==> config.mk <==
export PLATFORM = sky130hd
export DESIGN_NAME = fps_supervisor
export DESIGN_NICKNAME = d
export VERILOG_FILES = /design/src/rtl/fps_pkg.sv /design/src/rtl/fps_supervisor.sv
export SDC_FILE = /design/constraint.sdc
export NUM_CORES = 1
export LEC_CHECK = 0
export ABC_AREA = 1
export BUFFER_PORTS_ARGS = -buffer_cell sky130_fd_sc_hd__buf_2
export CORE_MARGIN = 10
export CORE_UTILIZATION = 25
export DETAILED_ROUTE_END_ITERATION = 10
export PLACE_DENSITY = 0.49
export SLEW_MARGIN = 30
export SYNTH_ARGS = -nofsm -noshare
export SYNTH_HDL_FRONTEND = slang
export SYNTH_SLANG_ARGS = --single-unit
==> constraint.sdc <==
create_clock -name aclk -period 3.5 [get_ports aclk]
set_clock_uncertainty 0.15 [all_clocks]
set_input_delay 0.7 -clock aclk [delete_from_list [all_inputs] [get_ports aclk]]
set_output_delay 0.7 -clock aclk [all_outputs]
set_load 0.01 [all_outputs]
==> src/rtl/fps_pkg.sv <==
// Package for the flyback protection supervisor: constants, register map, types
package fps_pkg;

  // Clock rate
  localparam int unsigned CLK_HZ = 25000000;

  // Debounce and blanking times in microseconds and nanoseconds
  localparam int unsigned SUPPLY_OVP_DEBOUNCE_US = 100;
  localparam int unsigned BROWNOUT_DEBOUNCE_US   = 50000;
  localparam int unsigned UVP_STARTUP_BLANK_US   = 40000;
  localparam int unsigned LONG_RESTART_OFF_US    = 1000000;
  localparam int unsigned CS_SHORT_DEBOUNCE_NS   = 400;
  localparam int unsigned RECT_SHORT_BLANK_NS    = 200;
  localparam int unsigned CS_SHORT_MAX_ON_NS     = 2000;

  // Least times round up to whole cycles
  localparam int unsigned SUPPLY_OVP_DEBOUNCE_CYC =
    (SUPPLY_OVP_DEBOUNCE_US * 25 + 0);
  localparam int unsigned BROWNOUT_DEBOUNCE_CYC   = BROWNOUT_DEBOUNCE_US * (CLK_HZ / 1000000);
  localparam int unsigned UVP_STARTUP_BLANK_CYC   = UVP_STARTUP_BLANK_US * (CLK_HZ / 1000000);
  localparam int unsigned LONG_RESTART_OFF_CYC    = LONG_RESTART_OFF_US * (CLK_HZ / 1000000);
  localparam int unsigned CS_SHORT_DEBOUNCE_CYC   = (CS_SHORT_DEBOUNCE_NS * 25 + 999) / 1000;
  localparam int unsigned RECT_SHORT_BLANK_CYC    = (RECT_SHORT_BLANK_NS * 25 + 999) / 1000;
  // Longest time rounds down
  localparam int unsigned CS_SHORT_MAX_ON_CYC     = (CS_SHORT_MAX_ON_NS * 25) / 1000;

  // Cycle debounce counts
  localparam int unsigned BROWNIN_DEBOUNCE_CYCLES = 4;
  localparam int unsigned SENSE_OVP_CYCLES        = 4;
  localparam int unsigned SENSE_UVP_CYCLES        = 4;
  localparam int unsigned CS_SHORT_CYCLES         = 4;
  localparam int unsigned RECT_SHORT_CYCLES       = 4;

  // Register byte offsets
  localparam logic [7:0] REG_CTRL   = 8'h00;
  localparam logic [7:0] REG_STATUS = 8'h04;
  localparam logic [7:0] REG_CAUSE  = 8'h08;

  // Control field positions and reset value
  localparam int unsigned CTRL_OVP_LATCH_BIT = 0;
  localparam int unsigned CTRL_UVP_LONG_BIT  = 1;
  localparam int unsigned CTRL_UNLATCH_BIT   = 2;
  localparam logic [31:0] CTRL_RESET         = 32'h0000_0000;

  // AXI responses
  localparam logic [1:0] RESP_OKAY   = 2'h0;
  localparam logic [1:0] RESP_SLVERR = 2'h2;

  // Supervisor states
  typedef enum logic [2:0] {
    ST_CHARGE, ST_BROWNIN, ST_RUN, ST_RESTART, ST_LONG_OFF, ST_LATCHED
  } fps_state_t;

  // Comparator results from the analog front end
  typedef struct packed {
    logic supply_on;        // Supply above supply_turn_on_level
    logic supply_low;       // Supply below restart level
    logic supply_ovp;       // Supply above supply_ovp_level
    logic brownin_cur;      // Sense current above brownin_current_level
    logic brownout_cur;     // Sense current below brownout_current_level
    logic sense_ovp;        // Sampled sense voltage above sense_ovp_level
    logic sense_uvp;        // Sampled sense voltage below sense_uvp_level
    logic cs_limit;         // Current sense at cs_limit_level
    logic cs_short_ok;      // Current sense above cs_short_level
    logic rect_short;       // Current sense at rect_short_level
    logic overtemp;         // Junction above overtemp_level
  } fps_cmp_t;

  // Fault causes, one bit each
  typedef struct packed {
    logic overtemp;
    logic rect_short;
    logic cs_short;
    logic sense_uvp;
    logic sense_ovp;
    logic brownout;
    logic brownin_fail;
    logic supply_ovp;
  } fps_cause_t;

endpackage

==> src/rtl/fps_supervisor.sv <==
// Protection sequencer for a flyback controller with an AXI4-Lite register slave
//
// Behaviour
// - Clamp sense pin while switch conducts
// - Power and current limit fallback
// - Cycle current limit turns switch off
// - Start-up path on until supply on
// - No brown-in after start means restart
// - Output overvoltage restarts or latches
// - Output undervoltage restarts or long-restarts
// - Long restart off time, then supply check
// - Debounced supply overvoltage enters restart
// - Brown-in after debounced sense current cycles
// - Debounced low sense current is brownout
// - Overtemperature disables switching
// - Consecutive sense overvoltage cycles stop switching
// - Sense undervoltage cycles enter configured restart
// - Blank undervoltage after power-on
// - Low current sense caps on-time
// - Repeated low current sense enters restart
// - Rectifier short turns switch off after blanking
// - Repeated rectifier short enters restart
`timescale 1ns/100ps
`default_nettype none

module fps_supervisor
  import fps_pkg::*;
#(
  parameter int unsigned LONG_OFF_CYC  = LONG_RESTART_OFF_CYC,
  parameter int unsigned BROWNOUT_CYC  = BROWNOUT_DEBOUNCE_CYC,
  parameter int unsigned UVP_BLANK_CYC = UVP_STARTUP_BLANK_CYC,
  parameter int unsigned CNT_W         = 25
) (
  // Clock, reset, enable
  input  wire logic        aclk,
  input  wire logic        aresetn,
  input  wire logic        clk_en,
  // Analog comparator results and PWM request
  input  wire fps_cmp_t    cmp,
  input  wire logic        pwm_on_req,
  input  wire logic        protocol_fault,
  // Power stage controls
  output logic             gate_drive,
  output logic             hv_startup_en,
  output logic             sense_clamp_en,
  output logic             power_limit_en,
  // AXI4-Lite slave
  input  wire logic [7:0]  s_awaddr,
  input  wire logic        s_awvalid,
  output logic             s_awready,
  input  wire logic [31:0] s_wdata,
  input  wire logic [3:0]  s_wstrb,
  input  wire logic        s_wvalid,
  output logic             s_wready,
  output logic [1:0]       s_bresp,
  output logic             s_bvalid,
  input  wire logic        s_bready,
  input  wire logic [7:0]  s_araddr,
  input  wire logic        s_arvalid,
  output logic             s_arready,
  output logic [31:0]      s_rdata,
  output logic [1:0]       s_rresp,
  output logic             s_rvalid,
  input  wire logic        s_rready
);

  // Saturating increment shared by the time debounce timers and the on-time and off-time counters
  function automatic logic [CNT_W-1:0] sat_inc(input logic [CNT_W-1:0] v);
    sat_inc = (&v) ? v : v + 1'b1;
  endfunction

  fps_state_t       state_q, state_d;
  logic             gate_q, prev_pwm_q;
  logic [CNT_W-1:0] on_cnt_q;
  logic [CNT_W-1:0] tmr_q;
  logic [CNT_W-1:0] vddovp_q, bro_q, blank_q;
  logic [7:0]       bri_q, ovp_q, uvp_q, css_q, rss_q;
  logic             cyc_csok_q, cyc_rss_q;
  logic [2:0]       ctrl_q;
  fps_cause_t       cause_q;

  wire cyc_start = pwm_on_req && !prev_pwm_q;
  wire switching = (state_q == ST_BROWNIN) || (state_q == ST_RUN);

  // Per-cycle pulse termination
  wire past_rss_blank = on_cnt_q >= CNT_W'(RECT_SHORT_BLANK_CYC);
  wire past_css_deb   = on_cnt_q >= CNT_W'(CS_SHORT_DEBOUNCE_CYC);
  wire css_low_now    = past_css_deb && !cmp.cs_short_ok && !cyc_csok_q;
  wire rss_now        = past_rss_blank && cmp.rect_short;
  wire cap_on         = css_low_now && (on_cnt_q >= CNT_W'(CS_SHORT_MAX_ON_CYC));
  wire kill_now       = cmp.cs_limit || rss_now || cap_on || cmp.overtemp;
  // Cycle boundary: falling edge of the gate ends a switching cycle
  wire cyc_end        = gate_q && (!pwm_on_req || kill_now);

  // Debounced fault conditions
  wire blank_done  = blank_q >= CNT_W'(UVP_BLANK_CYC);
  wire f_vddovp    = vddovp_q >= CNT_W'(SUPPLY_OVP_DEBOUNCE_CYC);
  wire f_brownout  = (state_q == ST_RUN) && (bro_q > CNT_W'(BROWNOUT_CYC));
  wire f_ovp       = ovp_q > 8'(SENSE_OVP_CYCLES);
  wire f_uvp       = blank_done && (uvp_q > 8'(SENSE_UVP_CYCLES));
  wire f_css       = css_q >= 8'(CS_SHORT_CYCLES);
  wire f_rss       = rss_q >= 8'(RECT_SHORT_CYCLES);
  wire brownin_ok  = bri_q >= 8'(BROWNIN_DEBOUNCE_CYCLES);
  wire brownin_bad = (state_q == ST_BROWNIN) && cmp.supply_low;
  wire any_fault   = switching && (f_vddovp || f_brownout || f_ovp || f_uvp
                     || f_css || f_rss || cmp.overtemp || brownin_bad);

  // Next state of the supervisor
  always_comb begin
    state_d = state_q;
    unique case (state_q)
      ST_CHARGE:   if (cmp.supply_on) state_d = ST_BROWNIN;
      ST_BROWNIN:  if (brownin_ok) state_d = ST_RUN;
      ST_RUN:      ;
      ST_RESTART:  if (cmp.supply_low) state_d = ST_CHARGE;
      ST_LONG_OFF: if (tmr_q >= CNT_W'(LONG_OFF_CYC)) state_d = ST_CHARGE;
      ST_LATCHED:  if (ctrl_q[CTRL_UNLATCH_BIT]) state_d = ST_RESTART;
    endcase
    if (any_fault) begin
      if (f_ovp && ctrl_q[CTRL_OVP_LATCH_BIT]) state_d = ST_LATCHED;
      else if (f_uvp && ctrl_q[CTRL_UVP_LONG_BIT]) state_d = ST_LONG_OFF;
      else state_d = ST_RESTART;
    end
  end

  // State, gate and on-time counter
  always_ff @(posedge aclk) begin
    if (!aresetn) begin
      state_q    <= ST_CHARGE;
      gate_q     <= 1'b0;
      prev_pwm_q <= 1'b0;
      on_cnt_q   <= '0;
      tmr_q      <= '0;
    end else if (clk_en) begin
      state_q    <= state_d;
      prev_pwm_q <= pwm_on_req;
      // Gate only in switching states; any kill term ends this pulse
      if (!switching || any_fault || kill_now || !pwm_on_req) gate_q <= 1'b0;
      else if (cyc_start) gate_q <= 1'b1;
      on_cnt_q <= gate_q ? sat_inc(on_cnt_q) : '0;
      tmr_q    <= (state_q == ST_LONG_OFF) ? sat_inc(tmr_q) : '0;
    end
  end

  // Per-cycle flags reset at the start of each pulse
  always_ff @(posedge aclk) begin
    if (!aresetn) begin
      cyc_csok_q <= 1'b0;
      cyc_rss_q  <= 1'b0;
    end else if (clk_en) begin
      if (!gate_q) begin
        cyc_csok_q <= 1'b0;
        cyc_rss_q  <= 1'b0;
      end else begin
        cyc_csok_q <= cyc_csok_q | (cmp.cs_short_ok && past_css_deb);
        cyc_rss_q  <= cyc_rss_q | rss_now;
      end
    end
  end

  // Cycle debounce counters; one passing cycle clears each
  always_ff @(posedge aclk) begin
    if (!aresetn || !switching) begin
      bri_q <= '0;
      ovp_q <= '0;
      uvp_q <= '0;
      css_q <= '0;
      rss_q <= '0;
    end else if (clk_en && cyc_end) begin
      bri_q <= cmp.brownin_cur ? (bri_q == 8'hff ? bri_q : bri_q + 8'h01) : '0;
      ovp_q <= cmp.sense_ovp ? (ovp_q == 8'hff ? ovp_q : ovp_q + 8'h01) : '0;
      uvp_q <= cmp.sense_uvp ? (uvp_q == 8'hff ? uvp_q : uvp_q + 8'h01) : '0;
      // Pulses cut before the sense debounce never saw a valid reading
      css_q <= (!cyc_csok_q && past_css_deb) ?
               (css_q == 8'hff ? css_q : css_q + 8'h01) : '0;
      rss_q <= (cyc_rss_q || rss_now) ?
               (rss_q == 8'hff ? rss_q : rss_q + 8'h01) : '0;
    end
  end

  // Time debounce timers; supply OVP and brownout clear when their condition drops, the blanking timer only on reset
  always_ff @(posedge aclk) begin
    if (!aresetn) begin
      vddovp_q <= '0;
      bro_q    <= '0;
      blank_q  <= '0;
    end else if (clk_en) begin
      vddovp_q <= cmp.supply_ovp ? sat_inc(vddovp_q) : '0;
      bro_q    <= cmp.brownout_cur ? sat_inc(bro_q) : '0;
      blank_q  <= sat_inc(blank_q);
    end
  end

  // Power stage outputs, all registered
  always_ff @(posedge aclk) begin
    if (!aresetn) begin
      hv_startup_en  <= 1'b1;
      sense_clamp_en <= 1'b0;
      power_limit_en <= 1'b0;
    end else if (clk_en) begin
      hv_startup_en  <= (state_d == ST_CHARGE);
      sense_clamp_en <= gate_q && switching;
      power_limit_en <= protocol_fault;
    end
  end
  assign gate_drive = gate_q;

  // Fault cause record; hardware set wins over software clear
  wire [7:0] cause_set = any_fault ?
    {cmp.overtemp, f_rss, f_css, f_uvp, f_ovp, f_brownout, brownin_bad, f_vddovp} : 8'h00;

  // AXI4-Lite slave: one write and one read outstanding
  logic aw_hold_q, w_hold_q;
  logic [7:0]  awaddr_q;
  logic [31:0] wdata_q;
  logic [3:0]  wstrb_q;
  wire wr_go   = aw_hold_q && w_hold_q && !s_bvalid;
  wire wr_ctrl = wr_go && (awaddr_q[7:2] == REG_CTRL[7:2]);
  wire wr_clr  = wr_go && (awaddr_q[7:2] == REG_CAUSE[7:2]);
  wire wr_ok   = wr_ctrl || wr_clr || (wr_go && awaddr_q[7:2] == REG_STATUS[7:2]);
  wire [7:0] clr_mask = (wr_clr && wstrb_q[0]) ? wdata_q[7:0] : 8'h00;
  wire [31:0] rd_word =
    (s_araddr[7:2] == REG_CTRL[7:2])   ? {29'h0, ctrl_q} :
    (s_araddr[7:2] == REG_STATUS[7:2]) ? {24'h0, 5'(state_q), hv_startup_en,
                                          power_limit_en, gate_q} :
    (s_araddr[7:2] == REG_CAUSE[7:2])  ? {24'h0, cause_q} : 32'h0;
  wire rd_hit = (s_araddr[7:2] == REG_CTRL[7:2]) || (s_araddr[7:2] == REG_STATUS[7:2])
                || (s_araddr[7:2] == REG_CAUSE[7:2]);

  // Write channel capture and response
  always_ff @(posedge aclk) begin
    if (!aresetn) begin
      aw_hold_q <= 1'b0;
      w_hold_q  <= 1'b0;
      awaddr_q  <= 8'h00;
      wdata_q   <= 32'h0000_0000;
      wstrb_q   <= 4'h0;
      s_awready <= 1'b0;
      s_wready  <= 1'b0;
      s_bvalid  <= 1'b0;
      s_bresp   <= RESP_OKAY;
      ctrl_q    <= CTRL_RESET[2:0];
      cause_q   <= '0;
    end else if (clk_en) begin
      s_awready <= !aw_hold_q && !s_awready && !s_bvalid;
      s_wready  <= !w_hold_q && !s_wready && !s_bvalid;
      if (s_awvalid && s_awready) begin
        aw_hold_q <= 1'b1;
        awaddr_q  <= s_awaddr;
      end
      if (s_wvalid && s_wready) begin
        w_hold_q <= 1'b1;
        wdata_q  <= s_wdata;
        wstrb_q  <= s_wstrb;
      end
      if (wr_go) begin
        aw_hold_q <= 1'b0;
        w_hold_q  <= 1'b0;
        s_bvalid  <= 1'b1;
        s_bresp   <= wr_ok ? RESP_OKAY : RESP_SLVERR;
      end else if (s_bvalid && s_bready) begin
        s_bvalid <= 1'b0;
      end
      if (wr_ctrl && wstrb_q[0]) ctrl_q <= wdata_q[2:0];
      else if (ctrl_q[CTRL_UNLATCH_BIT]) ctrl_q[CTRL_UNLATCH_BIT] <= 1'b0; // Self-clearing
      cause_q <= (cause_q & ~clr_mask) | cause_set;
    end
  end

  // Read channel
  always_ff @(posedge aclk) begin
    if (!aresetn) begin
      s_arready <= 1'b0;
      s_rvalid  <= 1'b0;
      s_rdata   <= 32'h0000_0000;
      s_rresp   <= RESP_OKAY;
    end else if (clk_en) begin
      s_arready <= !s_arready && !s_rvalid && s_arvalid;
      if (s_arvalid && s_arready) begin
        s_rvalid <= 1'b1;
        s_rdata  <= rd_word;
        s_rresp  <= rd_hit ? RESP_OKAY : RESP_SLVERR;
      end else if (s_rvalid && s_rready) begin
        s_rvalid <= 1'b0;
      end
    end
  end

endmodule

`default_nettype wire

# ---- Word-level counts from Yosys, hierarchy flattened
# Index checks and enable logic that the tools add are counted.
dict set report classes {
  eq_ne 23
  n_bitwise 6
  reduce_logical 102
  n_lt_le_gt_ge 12
  add_sub_neg 10
  muxes 47
}
# operator count
set op_table {}
lappend op_table {{$mux W25} 8}
lappend op_table {{$add A25 B1 Y25 const B} 5}
lappend op_table {{$reduce_and A25 Y1} 5}
lappend op_table {{$mux W8} 15}
lappend op_table {{$add A8 B1 Y8 const B} 5}
lappend op_table {{$eq A8 B8 Y1 const B} 5}
lappend op_table {{$reduce_and A2 Y1} 20}
lappend op_table {{$logic_and A1 B1 Y1} 34}
lappend op_table {{$ge A25 B12 Y1 const B} 1}
lappend op_table {{$ge A25 B20 Y1 const B} 1}
lappend op_table {{$ge A25 B25 Y1 const B} 1}
lappend op_table {{$ge A25 B3 Y1 const B} 1}
lappend op_table {{$ge A25 B4 Y1 const B} 1}
lappend op_table {{$ge A25 B6 Y1 const B} 1}
lappend op_table {{$gt A25 B21 Y1 const B} 1}
lappend op_table {{$ge A8 B3 Y1 const B} 3}
lappend op_table {{$mux W3} 8}
lappend op_table {{$logic_or A1 B1 Y1} 21}
lappend op_table {{$ne A2 B2 Y1 const B} 9}
lappend op_table {{$gt A8 B3 Y1 const B} 2}
lappend op_table {{$pmux W3 S5} 1}
lappend op_table {{$logic_not A1 Y1} 13}
lappend op_table {{$mux W1} 13}
lappend op_table {{$eq A6 B1 Y1 const B} 2}
lappend op_table {{13 further kinds} 24}
dict set report totals {
  register_bits 246
  out_inout_bits 45
  elab_cells 241
}

# ---- Depth between registers and ports, before layout
dict set report logic_depth {
  depth_word 15
  mapped_depth 16
  mapped_depth_nobuf 15
}

# ---- Worst setup path after synthesis
# OpenSTA, ideal clock, no wires.
dict set report synth_path {
  kind {input-to-reg}
  start {input port cmp[8] (netlist name)}
  end {register vddovp_q[4]}
  n_path_buf 1
  slack_ns 1.413
  setup_ns 0.058
  path_stages 6
  t_arrival_ns 1.879
  cell_sequence {clkbuf_1 -> inv_1 -> a21oi_1 -> o21ai_0 -> nand2_1 -> o21a_1}
}
dict set report synth_via {
  elab_chain_cells 2
  elab_cells_between_ends 3
  classes_between {eq/ne (1); mux (1); reduce/logical (1)}
}
# item line_no
set synth_rtl {}
lappend synth_rtl {{start: declaration} fps_supervisor.sv:39} ;# input wire fps_cmp_t cmp,
lappend synth_rtl {{$ne A2 B2 Y1 (no source line)} -}
lappend synth_rtl {{$reduce_and A2 Y1 (no source line)} -}
lappend synth_rtl {{end signal: assignment} fps_supervisor.sv:188} ;# vddovp_q <= cmp.supply_ovp ? sat_inc(vddovp_q) : '0;
lappend synth_rtl {{end: declaration} fps_supervisor.sv:76} ;# logic [CNT_W-1:0] vddovp_q, bro_q, blank_q;
# Several ways; a longest one is shown, not always the timed one.
# A chain may end at the register's enable or synchronous reset.

# ---- Final worst setup path
dict set report layout_path {
  start {register on_cnt_q[0]}
  end {register rss_q[0]}
}
dict set report layout_via {
  elab_chain_cells 10
  elab_cells_between_ends 17
  classes_between {order compare (3); eq/ne (1); mux (1); reduce/logical (12)}
}
# item line_no
set layout_rtl {}
lappend layout_rtl {{start: declaration} fps_supervisor.sv:74} ;# logic [CNT_W-1:0] on_cnt_q;
lappend layout_rtl {{start signal: assignment} fps_supervisor.sv:140} ;# on_cnt_q <= gate_q ? sat_inc(on_cnt_q) : '0;
lappend layout_rtl {{$ge A25 B4 Y1} fps_supervisor.sv:87} ;# wire past_css_deb = on_cnt_q >= CNT_W'(CS_SHORT_DEBOUNCE_CYC);
lappend layout_rtl {{$logic_and A1 B1 Y1 (2 in a row)} fps_supervisor.sv:88} ;# wire css_low_now = past_css_deb && !cmp.cs_short_ok && !cyc_csok_q;
lappend layout_rtl {{$logic_and A1 B1 Y1} fps_supervisor.sv:90} ;# wire cap_on = css_low_now && (on_cnt_q >= CNT_W'(CS_SHORT_MAX_ON_CYC));
lappend layout_rtl {{$logic_or A1 B1 Y1 (2 in a row)} fps_supervisor.sv:91} ;# wire kill_now = cmp.cs_limit || rss_now || cap_on || cmp.overtemp;
lappend layout_rtl {{$logic_or A1 B1 Y1} fps_supervisor.sv:93} ;# wire cyc_end = gate_q && (!pwm_on_req || kill_now);
lappend layout_rtl {{$logic_and A1 B1 Y1} fps_supervisor.sv:93}
lappend layout_rtl {{$logic_and A1 B1 Y1} fps_supervisor.sv:169} ;# end else if (clk_en && cyc_end) begin
lappend layout_rtl {{$reduce_and A2 Y1 (no source line)} -}
lappend layout_rtl {{end signal: assignment} fps_supervisor.sv:176} ;# rss_q <= (cyc_rss_q || rss_now) ?
lappend layout_rtl {{end: declaration} fps_supervisor.sv:77} ;# logic [7:0] bri_q, ovp_q, uvp_q, css_q, rss_q;
# Several ways; a longest one is shown, not always the timed one.

==> impl_metrics.csv <==
group,metric,value,unit
power_and_ir_drop,p_per_area,409,mW/mm²
synth,synthMostInstantiatedCell,"nand2_1",
floorplan,dieArea,0.0618,mm²
clock_tree,ctsHtreeMaxLevel,1,
worst_setup_path,worstReg2RegStart,"on_cnt_q[0]",
worst_setup_path,timing.rr.end,"rss_q[0]",
floorplan,die_y,249,µm
min_path,min_to,"s_bvalid",
worst_setup_path,worstPathRequired,3.76,ns
synth,yosysWarnings,0,
grt,grt.overflow.total,0,
sta,rsz0062_at_grt,"false",
synth,syn_inst,2005,
worst_setup_path,crit_path_frequent_cell,"nor2_1",
synth,synth_top_area_share,33.4,%
synth,ys_top_cells_by_area,"dfxtp_1 (33%), nand2_1 (12%), nor2_1 (8.4%), a21oi_1 (6.6%), inv_1 (5.7%)",
routing,drt_first_pass_iters,7,
min_path,min_path_type,"input port to flip-flop",
final_layout,stdcell_area,0.0149,mm²
sta,final_hold_viol_count,0,
clock_tree,postCtsResizedCells,0,
synth,synth_area,0.0131,mm²
placement,dp_hpwl,29.2,mm
routing,antenna_left,0,
final_layout,diodes,0,
sta,fin_ws,0.911,ns
worst_setup_path,cp_cell_sequence,"inv_1 -> ha_1 -> inv_1 -> nor2_1 -> nand2_1 -> nor2_1 -> nand2_1 -> nand2_2 -> nand3_2 -> nand3_4 -> nand3_2 -> o21ai_0 -> nor2_1",
clock_tree,clkLatencyLatePin,0.56,ns
worst_setup_path,end_kind,"flip-flop",
final_layout,area_growth,14.3,%
routing,drc,0,
clock_tree,numCtsBuffers,29,
sta,worst_slew_pin_slew,0.858,ns
floorplan,fp.dieW,249,µm
placement,place_area,0.0139,mm²
final_layout,nNetsFinal,2137,
placement,gp_congestion,0.894,
worst_setup_path,ff2ff_path_depth,13,
grt,grt_pass1_wl,63.2,mm
synth,yosysTopAreaCell,"dfxtp_1",
worst_setup_path,crit_type,"flip-flop to flip-flop",
sta,period_needed,2.59,ns
grt,grt_usage,12.1,%
worst_setup_path,cpMaxStageDelayCell,"dfxtp_1",
clock_tree,max-clock-path-buffers,3,
worst_setup_path,slowest_delay,0.39,ns
grt,grt_pass1_vias,12000,
grt,antenna_found_initial,0,
sta,finalSetupViolations,0,
power_and_ir_drop,peakVddDrop,0.000312,V
synth,ys_seq_area_share,33.4,%
worst_setup_path,start_kind,"flip-flop",
job,cap_violations,0,
floorplan,std_cell_rows,83,
worst_setup_path,cp_max_fo,34,
floorplan,io_pins,118,
placement,place.port_buffers,60,
routing,drtIter0Drc,1077,
placement,post-place-ws,0.791,ns
sta,tns,0,ns
sta,timing.hold.ws,0.270,ns
final_layout,drive_above_1_share,9.36,%
floorplan,coreArea,0.0515,mm²
clock_tree,cts-hold-fix-buffers,0,
synth,synth_cell_type_count,54,
power_and_ir_drop,leakagePower,5.44,nW
synth,synthTopCellsByCount,"nand2_1 (428), nor2_1 (293), dfxtp_1 (218)",
clock_tree,cts.reportedPaths.clkPinSlew,0.06,ns
routing,vias,12900,
synth,synth-async-reset-ratio,0,%
routing,vias_per_cell,4.71,
synth,synth_seq_cells,218,
sta,fmax,0.386,GHz
clock_tree,clock_sinks,218,
synth,ys.flop_type,"dfxtp_1",
power_and_ir_drop,power,6.11,mW
sta,relSlewSlack,42.8,%
clock_tree,clockRootBuffer,"clkbuf_16",
synth,synth_edf_count,0,
run_status,outcome,"complete, no violations",
worst_setup_path,regToRegSetupSlack,0.91,ns
min_path,hp-start,"s_bready",
floorplan,initial_core_util,25.4,%
grt,grt_max_degree,44,
routing,wl,39.2,mm
clock_tree,cts_tree,"yes",
synth,avgSynthCellArea,6.51,µm²
sta,finalCritPeriodShare,74.0,%
sta,slew_viol_final,0,
worst_setup_path,cp.arrival,2.85,ns
routing,routedWlPerCell,14.3,µm
min_path,hold_path_depth,4,
clock_tree,cts_setup_buffers,0,
==> worst max-delay path, delay by kind of cell, from the launching register on <==
family	cells	cell delay [ns]
simple gates	9	1.26
flops	1	0.39
compound gates	1	0.25
buf+inv	2	0.23
fa+ha+maj	1	0.17
==> worst max-delay path by stage <==
stage	end	startpoint	depth (start not counted)	slack [ns]
after CTS	rss_q[0]	on_cnt_q[0]	13	0.90
after global placement	vddovp_q[4]	aresetn	6	0.81
after global routing	rss_q[0]	on_cnt_q[0]	13	0.67
after detailed placement	wdata_q[6]	clk_en	7	0.79
after floorplan	vddovp_q[4]	cmp[8]	6	1.41
final	rss_q[0]	on_cnt_q[0]	13	0.91
==> cell usage in the layout, fill, tap and decap left out, types with 4 or more instances in the layout <==
| cell | netlist | routed |
|---|---|---|
| inv_1 | 199 | 198 |
| a31oi_1 | 11 | 11 |
| xor2_1 | 47 | 47 |
| nor3_1 | 88 | 88 |
| clkbuf_16 | 0 | 29 |
| clkbuf_8 | 0 | 8 |
| xnor2_1 | 14 | 14 |
| or2_2 | 7 | 7 |
| dfxtp_1 | 218 | 218 |
| clkinv_2 | 0 | 7 |
| bufinv_16 | 0 | 5 |
| nand2_2 | 12 | 12 |
| nor2_2 | 9 | 9 |
| a21oi_1 | 173 | 173 |
| nor4_1 | 19 | 19 |
| ha_1 | 21 | 21 |
| nor2_1 | 293 | 293 |
| and3_1 | 4 | 4 |
| nand4_1 | 96 | 96 |
| nand3_2 | 6 | 6 |
| inv_2 | 18 | 18 |
| buf_2 | 24 | 60 |
| conb_1 | 1 | 26 |
| o21ai_1 | 7 | 7 |
| buf_4 | 30 | 15 |
| o21a_1 | 8 | 8 |
| a211oi_1 | 6 | 6 |
| nand2_1 | 428 | 428 |
| nand3_1 | 111 | 111 |
| o31ai_1 | 4 | 4 |
| o21ai_0 | 67 | 67 |
==> layer usage <==
layer  global-route usage (%)  wire, µm
met2                     19.2     17200
met5                        0         0
met1                     16.5     18900
met3                     2.08      2050
met4                     3.35      1030
==> registers in the layout, indices dropped and copies added (netlist names), 6 cells and up <==
name	count
on_cnt_q	25
rss_q	8
vddovp_q	25
css_q	8
uvp_q	8
blank_q	25
wdata_q	8
s_rdata	8
ovp_q	8
tmr_q	25
cause_q	8
awaddr_q	6
bri_q	8
bro_q	25
==> power breakdown <==
part	leakage, nW	total, mW	switching [mW]	internal, mW
Clock	0.515	3.22	1.19	2.04
Combinational	3.16	0.351	0.263	0.0880
Sequential	1.76	2.53	0.0219	2.51
Total	5.44	6.11	1.47	4.63
==> cell type report <==
class                      instances  area (µm²)
fill                            5736       36600
multi-input combinational       1498        7420
sequential                       218        4360
tap                              680         851
clock buffer                      38         840
inverter                         220         827
timing repair buffer              76         433
clock inverter                    13         196
==> kinds of logic after synthesis <==
family	Yosys count	synth area share [%]
DFF	218	33.4
and+or+nand+nor	1093	37.5
AOI/OAI and AO/OA	297	12.5
other	1	0.0287
adders and majority gates	21	2.01
buffers and inverters	314	10.5
xor gates and xnor gates	61	4.09
==> metrics by stage <==
step / instances / util [%]
5_1_grt: 2743 / 29.0
2_1_floorplan: 2030 / -
3_5_place_dp: 2692 / 27.0
3_3_place_gp: 2692 / 27.0
6_report: 2743 / 29.0
4_1_cts: 2743 / 29.0
Note: power is estimated with default switching activity, not from simulation.
